[src/logic/dpc_cfg.svh]
`ifndef DPC_CFG_SVH
`define DPC_CFG_SVH

// Register indices, byte address is four times the index
`define DPC_IDX_MODE 5'h00
`define DPC_IDX_STATUS 5'h01
`define DPC_IDX_TONE 5'h02
`define DPC_IDX_CLOCK 5'h03
`define DPC_IDX_DTIME 5'h04
`define DPC_IDX_SRATE 5'h05
`define DPC_IDX_HDR_LO 5'h08
`define DPC_IDX_HDR_HI 5'h09
`define DPC_IDX_VOLUME 5'h0b
`define DPC_IDX_FILL 5'h10
`define DPC_IDX_SPEED 5'h11
`define DPC_IDX_BRATE 5'h12
`define DPC_IDX_POS 5'h13

// Mode and status fields
`define DPC_MODE_RESET_BIT 2
`define DPC_MODE_CANCEL_BIT 3
`define DPC_MODE_RANGE_BIT 15
`define DPC_STAT_DECODING_BIT 0
`define DPC_STAT_NOJUMP_BIT 15
`define DPC_MULT_HI 15
`define DPC_MULT_LO 13

// Reset values
`define DPC_MODE_RST 16'h0000
`define DPC_CLOCK_RST 16'h0000
`define DPC_VOLUME_RST 16'h0000
`define DPC_VOLUME_OFF 16'hffff
`define DPC_SPEED_RST 16'h0001
`define DPC_POS_NONE 16'hffff
`define DPC_FILL_RST 8'h00

// Timing
`define DPC_CLK_HZ 20000000
`define DPC_SEC_CYCLES (`DPC_CLK_HZ)
`define DPC_MS_CYCLES (`DPC_CLK_HZ / 1000)
`define DPC_HOLDOFF_CYCLES 22000
`define DPC_IDLE_FILL_BYTES 2048
`define DPC_CANCEL_BYTES 32
`define DPC_HEADER_BYTES 64

`endif

[src/logic/dpc_pkg.sv]
package dpc_pkg;

  typedef enum logic [1:0] {
    DPC_BUS_IDLE,
    DPC_BUS_WR,
    DPC_BUS_RD1,
    DPC_BUS_RD2
  } dpc_bus_state_t;

  typedef enum logic [1:0] {
    DPC_ST_IDLE,
    DPC_ST_PLAY,
    DPC_ST_CANCEL
  } dpc_stream_state_t;

endpackage

[src/logic/dpc_holdoff.sv]
`timescale 1ns/1ps
`include "dpc_cfg.svh"

module dpc_holdoff
  import dpc_pkg::*;
#(
  parameter int CYCLES = `DPC_HOLDOFF_CYCLES
) (
  input wire logic clk,
  input wire logic rst_n,
  input wire logic restart,
  input wire logic tick,
  output logic done
);

  localparam int W = $clog2(CYCLES + 1);

  logic [W-1:0] cnt_reg;

  // Counts internal clock cycles, not bus cycles
  always_ff @(posedge clk or negedge rst_n) begin
    if (!rst_n) begin
      cnt_reg <= '0;
    end else if (restart) begin
      cnt_reg <= '0;
    end else if (tick && cnt_reg != W'(CYCLES)) begin
      cnt_reg <= cnt_reg + 1'b1;
    end
  end

  assign done = (cnt_reg == W'(CYCLES)) && !restart;
endmodule

[src/logic/dpc_stream.sv]
`timescale 1ns/1ps
`include "dpc_cfg.svh"

module dpc_stream
  import dpc_pkg::*;
#(
  parameter int IDLE_FILL = `DPC_IDLE_FILL_BYTES,
  parameter int CANCEL_BYTES = `DPC_CANCEL_BYTES,
  parameter int HEADER_BYTES = `DPC_HEADER_BYTES
) (
  input wire logic clk,
  input wire logic rst_n,
  input wire logic restart,
  input wire logic [7:0] byte_in,
  input wire logic byte_valid,
  input wire logic [7:0] fill_byte,
  input wire logic cancel_req,
  output logic decoding,
  output logic no_jump,
  output logic cancel_done
);

  dpc_stream_state_t state_reg;
  logic [15:0] run_reg;
  logic [15:0] hdr_reg;
  logic is_fill;

  assign is_fill = byte_in == fill_byte;

  ////////////////////////////////////////////////////////////////////////
  always_ff @(posedge clk or negedge rst_n) begin
    if (!rst_n) begin
      state_reg <= DPC_ST_IDLE;
      run_reg <= 16'h0000;
      cancel_done <= 1'b0;
    end else if (restart) begin
      state_reg <= DPC_ST_IDLE;
      run_reg <= 16'h0000;
      cancel_done <= 1'b0;
    end else begin
      cancel_done <= 1'b0;
      unique case (state_reg)
        DPC_ST_IDLE: begin
          run_reg <= 16'h0000;
          if (cancel_req) begin
            cancel_done <= 1'b1;
          end else if (byte_valid && !is_fill) begin
            state_reg <= DPC_ST_PLAY;
          end
        end
        DPC_ST_PLAY: begin
          if (cancel_req) begin
            state_reg <= DPC_ST_CANCEL;
            run_reg <= 16'h0000;
          end else if (byte_valid && is_fill) begin
            // Long run of fill bytes means the stream has ended
            if (run_reg == 16'(IDLE_FILL - 1)) begin
              state_reg <= DPC_ST_IDLE;
            end
            run_reg <= run_reg + 16'h0001;
          end else if (byte_valid) begin
            run_reg <= 16'h0000;
          end
        end
        DPC_ST_CANCEL: begin
          if (byte_valid) begin
            if (run_reg == 16'(CANCEL_BYTES - 1)) begin
              state_reg <= DPC_ST_IDLE;
              cancel_done <= 1'b1;
            end
            run_reg <= run_reg + 16'h0001;
          end
        end
        default: begin
          state_reg <= DPC_ST_IDLE;
        end
      endcase
    end
  end

  // Header region: random access would lose sync
  always_ff @(posedge clk or negedge rst_n) begin
    if (!rst_n) begin
      hdr_reg <= 16'h0000;
    end else if (state_reg == DPC_ST_IDLE || restart) begin
      hdr_reg <= 16'h0000;
    end else if (byte_valid && hdr_reg != 16'(HEADER_BYTES)) begin
      hdr_reg <= hdr_reg + 16'h0001;
    end
  end

  assign decoding = state_reg != DPC_ST_IDLE;
  assign no_jump = decoding && hdr_reg != 16'(HEADER_BYTES);
endmodule

[src/logic/dpc_top.sv]
// What this block does
// - Clock-range bit set halves the incoming clock for internal use.
// - Hard reset clears all control state asynchronously and stops clocks.
// - During hard reset every output sits at its default value.
// - After reset data request stays low about 22000 internal cycles.
// - Multiplier 1.0 to 5.0 via clock register, 1.0 after reset.
// - Soft reset bit restarts decoder and the data request hold-off.
// - Clock register zero selects 1.0 times and turns the PLL off.
// - Sample-rate register write sets the audio rate directly.
// - Volume 0xffff switches the analog drivers off.
// - No decodable data: header registers zero, device idles watching input.
// - Play speed above one plays faster; writing one restores normal.
// - Play speed survives the end of one song and start of next.
// - No-jump status bit is set while random access is unsafe.
// - Decode seconds are never adjusted for host jumps.
// - Position reads minus one when exact position is unknown.
// - Byte rate reports nominal-speed data rate even in fast play.
`timescale 1ns/1ps
`include "dpc_cfg.svh"

module dpc_top
  import dpc_pkg::*;
#(
  parameter int HOLDOFF_CYCLES = `DPC_HOLDOFF_CYCLES,
  parameter int SEC_CYCLES = `DPC_SEC_CYCLES,
  parameter int MS_CYCLES = `DPC_MS_CYCLES,
  parameter int IDLE_FILL = `DPC_IDLE_FILL_BYTES,
  parameter int CANCEL_BYTES = `DPC_CANCEL_BYTES,
  parameter int HEADER_BYTES = `DPC_HEADER_BYTES,
  // Arbitrary format tag shown while decoding
  parameter logic [15:0] FORMAT_TAG = 16'h5a5a,
  parameter logic [15:0] NOM_BYTE_RATE = 16'h3e80
) (
  input wire logic SYS_CLK,
  input wire logic RST_B,
  input wire logic HSEL,
  input wire logic [31:0] HADDR,
  input wire logic [1:0] HTRANS,
  input wire logic HWRITE,
  input wire logic [2:0] HSIZE,
  input wire logic [31:0] HWDATA,
  input wire logic HREADY,
  output logic [31:0] HRDATA,
  output logic HREADYOUT,
  output logic HRESP,
  input wire logic [7:0] AUDIO_BYTE,
  input wire logic AUDIO_VALID,
  output logic DATA_REQUEST,
  output logic CORE_TICK,
  output logic CLOCKS_RUN,
  output logic PLL_ENABLE,
  output logic [2:0] PLL_MULT,
  output logic ANALOG_ON,
  output logic [15:0] SAMPLE_RATE,
  output logic CORE_IDLE
);

  logic rst_meta, rst_n;
  dpc_bus_state_t bus_state_reg;
  logic [4:0] addr_reg;
  logic addr_ok_reg, take, wr_en, soft_rst, holdoff_done;
  logic decoding, no_jump, cancel_done;
  logic [31:0] rd_next;
  logic [15:0] mode_control_reg, tone_control_reg, clock_multiplier_reg;
  logic [15:0] decode_time_reg, sample_rate_reg, volume_reg;
  logic [15:0] play_speed_param, header_info_low, header_info_high;
  logic [15:0] pos_reg, position_ms_param;
  logic [31:0] sec_cnt_reg, ms_cnt_reg;
  logic tick_reg, range;

  ////////////////////////////////////////////////////////////////////////
  // Reset release is synchronised, assertion stays asynchronous
  always_ff @(posedge SYS_CLK or negedge RST_B) begin
    if (!RST_B) begin
      rst_meta <= 1'b0;
      rst_n <= 1'b0;
    end else begin
      rst_meta <= 1'b1;
      rst_n <= rst_meta;
    end
  end

  // Clocks counted as stopped while in reset
  assign CLOCKS_RUN = rst_n;

  ////////////////////////////////////////////////////////////////////////
  // Zero-wait writes; reads take one wait state so a write just before
  // a read to the same register is always seen
  assign take = HSEL && HTRANS[1] && HREADY;
  assign wr_en = bus_state_reg == DPC_BUS_WR && addr_ok_reg;
  assign HREADYOUT = bus_state_reg != DPC_BUS_RD1;
  assign HRESP = 1'b0;

  always_ff @(posedge SYS_CLK or negedge rst_n) begin
    if (!rst_n) begin
      bus_state_reg <= DPC_BUS_IDLE;
      addr_reg <= 5'h00;
      addr_ok_reg <= 1'b0;
    end else if (bus_state_reg == DPC_BUS_RD1) begin
      bus_state_reg <= DPC_BUS_RD2;
    end else if (take) begin
      bus_state_reg <= HWRITE ? DPC_BUS_WR : DPC_BUS_RD1;
      addr_reg <= HADDR[6:2];
      addr_ok_reg <= HADDR[31:7] == 25'h0000000;
    end else begin
      bus_state_reg <= DPC_BUS_IDLE;
    end
  end

  always_comb begin
    rd_next = 32'h00000000;
    if (addr_ok_reg) begin
      unique case (addr_reg)
        `DPC_IDX_MODE: rd_next[15:0] = mode_control_reg;
        `DPC_IDX_STATUS: begin
          rd_next[`DPC_STAT_DECODING_BIT] = decoding;
          rd_next[`DPC_STAT_NOJUMP_BIT] = no_jump;
        end
        `DPC_IDX_TONE: rd_next[15:0] = tone_control_reg;
        `DPC_IDX_CLOCK: rd_next[15:0] = clock_multiplier_reg;
        `DPC_IDX_DTIME: rd_next[15:0] = decode_time_reg;
        `DPC_IDX_SRATE: rd_next[15:0] = sample_rate_reg;
        `DPC_IDX_HDR_LO: rd_next[15:0] = header_info_low;
        `DPC_IDX_HDR_HI: rd_next[15:0] = header_info_high;
        `DPC_IDX_VOLUME: rd_next[15:0] = volume_reg;
        `DPC_IDX_FILL: rd_next[7:0] = `DPC_FILL_RST;
        `DPC_IDX_SPEED: rd_next[15:0] = play_speed_param;
        `DPC_IDX_BRATE: rd_next[15:0] = NOM_BYTE_RATE;
        `DPC_IDX_POS: rd_next[15:0] = position_ms_param;
        default: rd_next = 32'h00000000;
      endcase
    end
  end

  always_ff @(posedge SYS_CLK or negedge rst_n) begin
    if (!rst_n) begin
      HRDATA <= 32'h00000000;
    end else if (bus_state_reg == DPC_BUS_RD1) begin
      HRDATA <= rd_next;
    end
  end

  ////////////////////////////////////////////////////////////////////////
  // Mode register: soft reset bit self-clears, a host write of the cancel
  // bit beats the hardware clear in the same cycle
  assign soft_rst = mode_control_reg[`DPC_MODE_RESET_BIT];
  assign range = mode_control_reg[`DPC_MODE_RANGE_BIT];

  always_ff @(posedge SYS_CLK or negedge rst_n) begin
    if (!rst_n) begin
      mode_control_reg <= `DPC_MODE_RST;
    end else if (wr_en && addr_reg == `DPC_IDX_MODE) begin
      mode_control_reg <= HWDATA[15:0];
    end else begin
      mode_control_reg[`DPC_MODE_RESET_BIT] <= 1'b0;
      if (cancel_done) begin
        mode_control_reg[`DPC_MODE_CANCEL_BIT] <= 1'b0;
      end
    end
  end

  always_ff @(posedge SYS_CLK or negedge rst_n) begin
    if (!rst_n) begin
      tone_control_reg <= 16'h0000;
      clock_multiplier_reg <= `DPC_CLOCK_RST;
      sample_rate_reg <= 16'h0000;
      volume_reg <= `DPC_VOLUME_RST;
    end else if (wr_en) begin
      // Volume survives soft reset on purpose
      unique case (addr_reg)
        `DPC_IDX_TONE: tone_control_reg <= HWDATA[15:0];
        `DPC_IDX_CLOCK: clock_multiplier_reg <= HWDATA[15:0];
        `DPC_IDX_SRATE: sample_rate_reg <= HWDATA[15:0];
        `DPC_IDX_VOLUME: volume_reg <= HWDATA[15:0];
        default: tone_control_reg <= tone_control_reg;
      endcase
    end
  end

  always_ff @(posedge SYS_CLK or negedge rst_n) begin
    if (!rst_n) begin
      play_speed_param <= `DPC_SPEED_RST;
    end else if (wr_en && addr_reg == `DPC_IDX_SPEED) begin
      play_speed_param <= HWDATA[15:0];
    end
  end
  // Play speed is not touched when a stream ends

  ////////////////////////////////////////////////////////////////////////
  // Internal clock tick: every cycle, or every second one in range mode
  always_ff @(posedge SYS_CLK or negedge rst_n) begin
    if (!rst_n) begin
      tick_reg <= 1'b1;
    end else begin
      tick_reg <= range ? !tick_reg : 1'b1;
    end
  end
  assign CORE_TICK = tick_reg;

  dpc_holdoff #(
    .CYCLES(HOLDOFF_CYCLES)
  ) u_holdoff (
    .clk(SYS_CLK),
    .rst_n(rst_n),
    .restart(soft_rst),
    .tick(tick_reg),
    .done(holdoff_done)
  );

  assign DATA_REQUEST = holdoff_done;

  dpc_stream #(
    .IDLE_FILL(IDLE_FILL),
    .CANCEL_BYTES(CANCEL_BYTES),
    .HEADER_BYTES(HEADER_BYTES)
  ) u_stream (
    .clk(SYS_CLK),
    .rst_n(rst_n),
    .restart(soft_rst),
    .byte_in(AUDIO_BYTE),
    .byte_valid(AUDIO_VALID && holdoff_done),
    .fill_byte(`DPC_FILL_RST),
    .cancel_req(mode_control_reg[`DPC_MODE_CANCEL_BIT]),
    .decoding(decoding),
    .no_jump(no_jump),
    .cancel_done(cancel_done)
  );

  ////////////////////////////////////////////////////////////////////////
  always_ff @(posedge SYS_CLK or negedge rst_n) begin
    if (!rst_n) begin
      header_info_low <= 16'h0000;
      header_info_high <= 16'h0000;
      CORE_IDLE <= 1'b1;
      ANALOG_ON <= 1'b1;
      PLL_ENABLE <= 1'b0;
      PLL_MULT <= 3'h0;
      SAMPLE_RATE <= 16'h0000;
    end else begin
      header_info_low <= decoding ? NOM_BYTE_RATE : 16'h0000;
      header_info_high <= decoding ? FORMAT_TAG : 16'h0000;
      CORE_IDLE <= !decoding;
      ANALOG_ON <= volume_reg != `DPC_VOLUME_OFF;
      PLL_ENABLE <= clock_multiplier_reg != 16'h0000;
      PLL_MULT <= clock_multiplier_reg[`DPC_MULT_HI:`DPC_MULT_LO];
      SAMPLE_RATE <= sample_rate_reg;
    end
  end

  // Seconds advance by the play speed; host jumps are not seen here
  always_ff @(posedge SYS_CLK or negedge rst_n) begin
    if (!rst_n) begin
      sec_cnt_reg <= 32'h00000000;
      decode_time_reg <= 16'h0000;
    end else if (soft_rst) begin
      sec_cnt_reg <= 32'h00000000;
      decode_time_reg <= 16'h0000;
    end else if (wr_en && addr_reg == `DPC_IDX_DTIME) begin
      decode_time_reg <= HWDATA[15:0];
    end else if (decoding) begin
      if (sec_cnt_reg == 32'(SEC_CYCLES - 1)) begin
        sec_cnt_reg <= 32'h00000000;
        decode_time_reg <= decode_time_reg + play_speed_param;
      end else begin
        sec_cnt_reg <= sec_cnt_reg + 32'h00000001;
      end
    end
  end

  always_ff @(posedge SYS_CLK or negedge rst_n) begin
    if (!rst_n) begin
      ms_cnt_reg <= 32'h00000000;
      pos_reg <= 16'h0000;
    end else if (!decoding) begin
      ms_cnt_reg <= 32'h00000000;
      pos_reg <= 16'h0000;
    end else if (ms_cnt_reg == 32'(MS_CYCLES - 1)) begin
      ms_cnt_reg <= 32'h00000000;
      pos_reg <= pos_reg + play_speed_param;
    end else begin
      ms_cnt_reg <= ms_cnt_reg + 32'h00000001;
    end
  end

  // Position is only trusted while a stream is being decoded
  assign position_ms_param = decoding ? pos_reg : `DPC_POS_NONE;
endmodule

[config.mk]
export PLATFORM = sky130hd
export DESIGN_NAME = dpc_top
export DESIGN_NICKNAME = d
export VERILOG_FILES = /design/src/logic/dpc_pkg.sv /design/src/logic/dpc_holdoff.sv /design/src/logic/dpc_stream.sv /design/src/logic/dpc_top.sv
export VERILOG_INCLUDE_DIRS = /design/src /design/src/logic
export SDC_FILE = /design/constraint.sdc
export NUM_CORES = 1
export LEC_CHECK = 0
export BUFFER_PORTS_ARGS = -buffer_cell sky130_fd_sc_hd__buf_2
export CAP_MARGIN = 15
export CORE_MARGIN = 4
export CORE_UTILIZATION = 55
export CTS_CLUSTER_SIZE = 40
export DETAILED_ROUTE_END_ITERATION = 7
export PLACE_DENSITY = 0.71
export SLEW_MARGIN = 40
export SYNTH_ARGS = -nofsm -noshare
export SYNTH_HDL_FRONTEND = slang
export SYNTH_HIERARCHICAL = 1
export SYNTH_SLANG_ARGS = --single-unit
[constraint.sdc]
create_clock -name SYS_CLK -period 11.6 [get_ports SYS_CLK]
set_input_delay 1.16 -clock SYS_CLK [delete_from_list [all_inputs] [get_ports SYS_CLK]]
set_output_delay 1.16 -clock SYS_CLK [all_outputs]
set_load 0.01 [all_outputs]
==> impl_metrics.ini, run 1 <==
[status]
outcome = complete, no violations

[global_route]
grt_first_pass_wirelength_mm = 63.8
gr-total-overflow = 0
antenna_found_initial = 0
track_usage = 0.252
grt_start_max_net_pins = 97
grt_pass1_vias = 12100

[die]
core_area_sq_um = 27800
chipWidth_um = 176
io_pins = 142
initial_core_util = 0.557
dieArea_sq_um = 30900
chipHeight_um = 176
row_count = 61

[clocking]
root_buffer = clkbuf_16
cts_buffer_depth = 3
cts_tree = yes
cts_hold_buf = 0
clk_pin_slew_ns = 0.06
numCtsBuffers = 31
cts_setup_buffers = 0
cts.sinks = 292
ctsResizeCount = 0
clkLatencyLatePin_ns = 0.56
htreeDepth = 1

[route]
drt_iter0_markers = 934
wl_per_cell_um = 19.2
firstDrtPassIters = 5
vias_per_cell = 6.01
vias = 12300
routed_wl_mm = 39.4
ant_nets = 0
drc_errors = 0

[yosys]
yosys-top-cells-count = dfrtp_1 (288), nand2_1 (136), nor2_1 (125)
synth-xor-area-share = 0.0458
synth-seq-area-share = 0.472
synth_top_family_by_area = simple AND/OR/NAND/NOR gates
netlist.area_leader.share = 0.466
synth-edff-count = 0
synth_area_leaders = dfrtp_1 (47%), mux2_2 (6.9%), nand2_1 (3.3%), ha_1 (3.2%), nor2_1 (3.0%)
synthMuxAreaShare = 0.0762
syn_avg_cell_area_sq_um = 9.93
ys_warn_count = 6
synth_fa_ha_area_frac = 0.0349
synth_ff_type = dfrtp_1
yosys.area.top_type = dfrtp_1
yosys.area_share.simple = 0.189
ys_ff_latch = 292
syn_area_sq_um = 15500
synth_compound_area_frac = 0.140
synthArstFlopShare = 1.00
postSynthCellCount = 1559
synth.most_common_cell = dfrtp_1
ys_types = 80

[final_layout]
antenna_cells = 0
drive_above_1_share = 0.184
fillers = 2368
fin_util = 0.631
syn2layout_area_growth_pct = 13.2
final_area_sq_um = 17500
fin_nets = 1774
layout.cells.non_filler = 2051
seq_area_sq_um = 7320
multiInputGateArea_sq_um = 7670

[placed_design]
globalplace.congestion = 0.901
io_buffer_count = 102
placed_area_sq_um = 16300
dp_slack_ns = 8.42
hpwl_mm = 26.1
placed_cells = 1994

[critical_path]
cp_slowest_stage_delay_ns = 0.81
cp_cell_sequence = nor2b_1, clkinv_1, buf_2
crit_required_ns = 10.44
crit_arrival_ns = 2.56
slowest_stage = clkinv_1
r2r_end = sec_cnt_reg[23]$_DFFE_PN0P_
startpoint = bus_state_reg[0]$_DFF_PN0_
cp_max_fo = 19
timing.rr.start = u_stream/state_reg[0]$_DFFE_PN0P_
reg2reg_depth = 8
crit_path_end_kind = output port
critPathKind = reg -> out
reg2reg_setup_slack_ns = 8.39
cp-start-kind = flop

[pwr]
clkPwrFrac = 0.451
leakage_nw = 7.65
p_sw_mw = 0.636
internal-power_mw = 1.89
combPwrFrac = 0.106
ir_worst_vdd_uv = 159
seqPwrFrac = 0.443
p_per_area_nw_per_um2 = 144
total_power_mw = 2.52
switching_share = 0.252

[sta]
slew_violations = 0
finalCritPeriodShare = 0.321
post-route-min-period_ns = 3.72
worstMarginPinSlew_ns = 0.856
layout_setup_ws_ns = 7.88
hold_violations = 0
rsz0062_at_grt = no
fmax_ghz = 0.268
slew_headroom = 0.424
finClkSkew_ns = 0.0192
setup_viol = 0
whs_ns = 0.362
tns_ns = 0

[hold_path]
hold_path_depth = 0
hold_start = rst_meta$_DFF_PN0_
hold_class = reg -> reg
hold_end = CLOCKS_RUN$_DFF_PN0_

[job]
max_cap_viol_count = 0
worst max path at each step:
| stage | to | depth (start not counted) | slack (ns) |
|---|---|---|---|
| 3_5_place_dp | sec_cnt_reg[31]$_DFFE_PN0P_ | 8 | 8.42 |
| 3_3_place_gp | sec_cnt_reg[23]$_DFFE_PN0P_ | 8 | 8.48 |
| 6_report | HREADYOUT | 3 | 7.88 |
| 5_1_grt | HREADYOUT | 3 | 7.70 |
| 4_1_cts | HREADYOUT | 3 | 7.82 |
| 2_1_floorplan | HRDATA[0]$_DFFE_PN0P_ | 0 | 2.78 |
logic make-up after synthesis:
group,Yosys count
and+or+nand+nor,568
AOI/OAI and AO/OA,329
DFF,292
buffers and inverters,139
muxes,106
xor gates and xnor gates,81
adders and majority gates,42
other,2
cell usage in the layout, fill, tap and decap left out, types with 16 or more instances in the layout:
master     synthesis  layout
inv_1             49      49
nor4_1            25      25
xnor2_1           39      39
clkbuf_16          0      31
dfrtp_1          288     286
and3_1            35      35
mux2_2            95      95
ha_1              40      40
or3_1             23      23
a21oi_1           65      65
buf_4             19      16
a21o_1            20      20
xor2_1            42      42
nor2_1           125     125
buf_2             10     102
a22oi_1           24      24
a211oi_1          17      17
nand2_1          136     131
a31oi_1           26      26
nand4_1           48      48
nand3_1           58      58
conb_1             2      26
o21ai_0           83      82
nor3_1            30      29
layout make-up:
type | instances | share of cell area
Multi-Input combinational cell | 1152 | 0.438
Sequential cell | 292 | 0.418
Clock buffer | 35 | 0.0463
Timing Repair Buffer | 121 | 0.0394
Tap cell | 378 | 0.0270
Clock inverter | 22 | 0.0209
Inverter | 51 | 0.0109
power groups by stage:
| stage | Clock, mW | Sequential, mW | Combinational (mW) |
|---|---|---|---|
| floorplan | 0 | 1.12 | 0.188 |
| global placement | 0 | 1.13 | 0.256 |
| detailed placement | 0 | 1.13 | 0.265 |
| CTS | 1.16 | 1.12 | 0.268 |
| global route | 1.20 | 1.12 | 0.296 |
| finish | 1.14 | 1.12 | 0.267 |
critical path: cells and delay by family, from the launching register on:
kind / cells / cell delay (ns)
buf+inv: 2 / 1.20
simple gates: 1 / 0.44
flops: 1 / 0.37
metal layers:
metal	up-vias	global-route usage	part of all wire	wire [um]
met1	6038	0.346	0.44	17300
met5	-	0	0	0
met2	360	0.417	0.47	18500
met3	96	0.0325	0.053	2090
met4	0	0.0900	0.039	1550
li1	5841	-	-	-
Note: power is estimated with default switching activity, not from simulation.
==> run 2, diff against run 1 <==
- clock period: 11.6 -> 3.6 ns (I/O delays scaled with it)
==> run 2 against run 1 <==
Critical path type is now reg -> reg. Clock power rose to 2.8 times the previous value. Sequential share of layout area rose by 0.14 points. Critical path depth increased by 7.
==> impl_metrics.ini, run 2 (synthesized netlist as in run 1, its figures left out) <==
[sta]
worstMarginPinSlew_ns = 0.911
finalCritPeriodShare = 0.842
whs_ns = 0.0213
post-route-min-period_ns = 3.03
hold_violations = 0
finClkSkew_ns = 0.0298
slew_violations = 0
tns_ns = 0
setup_viol = 0
rsz0062_at_grt = no
fmax_ghz = 0.330
slew_headroom = 0.387

[die]
initial_core_util = 0.557
core_area_sq_um = 27800
chipWidth_um = 176
dieArea_sq_um = 30900
chipHeight_um = 176
io_pins = 142
row_count = 61

[route]
firstDrtPassIters = 6
vias = 12500
drt_iter0_markers = 1199
vias_per_cell = 6.06
routed_wl_mm = 39.3
wl_per_cell_um = 19.1
ant_nets = 0
drc_errors = 0

[final_layout]
final_common_cell = dfrtp_1
antenna_cells = 0
fin_util = 0.628
layout_common_cells = dfrtp_1 (286), nand2_1 (132), nor2_1 (125), buf_2 (102), mux2_2 (95)
fin_nets = 1787
layout.cells.non_filler = 2062
drive_above_1_share = 0.185
syn2layout_area_growth_pct = 12.8
final_area_sq_um = 17500

[clocking]
root_buffer = clkbuf_16
cts_hold_buf = 2
cts_setup_buffers = 0
ctsResizeCount = 0
cts_tree = yes
cts_buffer_depth = 3
htreeDepth = 1
clk_pin_slew_ns = 0.07
cts.sinks = 292
clkLatencyLatePin_ns = 0.57
numCtsBuffers = 31

[placed_design]
placed_area_sq_um = 16400
placed_cells = 2005
io_buffer_count = 102
globalplace.congestion = 0.905
hpwl_mm = 26.8

[job]
max_cap_viol_count = 0

[global_route]
grt_start_max_net_pins = 101
grt_pass1_vias = 12100
antenna_found_initial = 1
gr-total-overflow = 0
grt_first_pass_wirelength_mm = 63.5
track_usage = 0.251

[critical_path]
critPathBufInv = 0
crit_required_ns = 4.05
critPathKind = reg -> reg
cp_max_fo = 4
cp_top_family = compound AO/OA/AOI/OAI gates
crit_arrival_ns = 3.48
cp_common_cell = a21oi_1
cp_cell_sequence = ha_1, fa_1, a21oi_1, o21ai_0, a21oi_1, o211a_1, nor3_1, or4_1, a21o_1, a32o_1
crit_path_end_kind = flop
cp_slowest_stage_delay_ns = 0.47
slowest_stage = or4_1
cp-start-kind = flop

[pwr]
ir_worst_vdd_uv = 433
leakage_nw = 7.63
p_per_area_nw_per_um2 = 441

[status]
outcome = complete, no violations

[hold_path]
hold_class = in -> reg
## run 2: through the flow
step | total power [mW] | setup WS [ns]
2_1_floorplan | 4.21 | 0.666
3_3_place_gp | 4.47 | 0.580
3_5_place_dp | 4.51 | 0.580
4_1_cts | 7.75 | 0.562
5_1_grt | 8.02 | 0.429
6_report | 7.70 | 0.571
## run 2: routing by layer
| layer | vias up | track usage | routed length, um |
|---|---|---|---|
| li1 | 5855 | - | - |
| met1 | 6168 | 0.350 | 17300 |
| met2 | 381 | 0.414 | 18700 |
| met3 | 96 | 0.0284 | 1990 |
| met4 | 0 | 0.0835 | 1370 |
| met5 | - | 0 | 0 |
## run 2: worst register-to-register path: cells and delay by family (launching register included)
kind / cells / cell delay (ns)
AO/OA/AOI/OAI: 6 / 1.29
adder cells (fa/ha/maj): 2 / 0.66
flip-flops: 1 / 0.40
AND/OR/NAND/NOR: 2 / 0.55
## run 2: power breakdown
part           switching, mW  internal (mW)
Sequential             0.192           3.41
Combinational          0.505          0.355
Clock                   1.33           1.91
## run 2: cell type report
class | count | area [sq um]
Tap cell | 378 | 473
Clock inverter | 14 | 166
Fill cell | 2313 | 10300
Multi-Input combinational cell | 1152 | 7650
Sequential cell | 292 | 7320
Clock buffer | 41 | 873
Timing Repair Buffer | 134 | 788
Inverter | 51 | 191
## run 2: final timing paths
kind,slack [ns],from,depth (start not counted),end
worst min-delay path,0.02,HADDR[3],3,addr_reg[1]$_DFFE_PN0P_
worst max-delay path,0.57,decode_time_reg[0]$_DFFE_PN0P_,10,decode_time_reg[14]$_DFFE_PN0P_
max in group asynchronous,2.10,CLOCKS_RUN$_DFF_PN0_,2,ANALOG_ON$_DFF_PN1_
worst max register to register,0.57,decode_time_reg[0]$_DFFE_PN0P_,10,decode_time_reg[14]$_DFFE_PN0P_
min in group asynchronous,0.12,RST_B,2,CLOCKS_RUN$_DFF_PN0_
worst min register to register,0.24,CLOCKS_RUN$_DFF_PN0_,0,sec_cnt_reg[11]$_DFFE_PN0P_
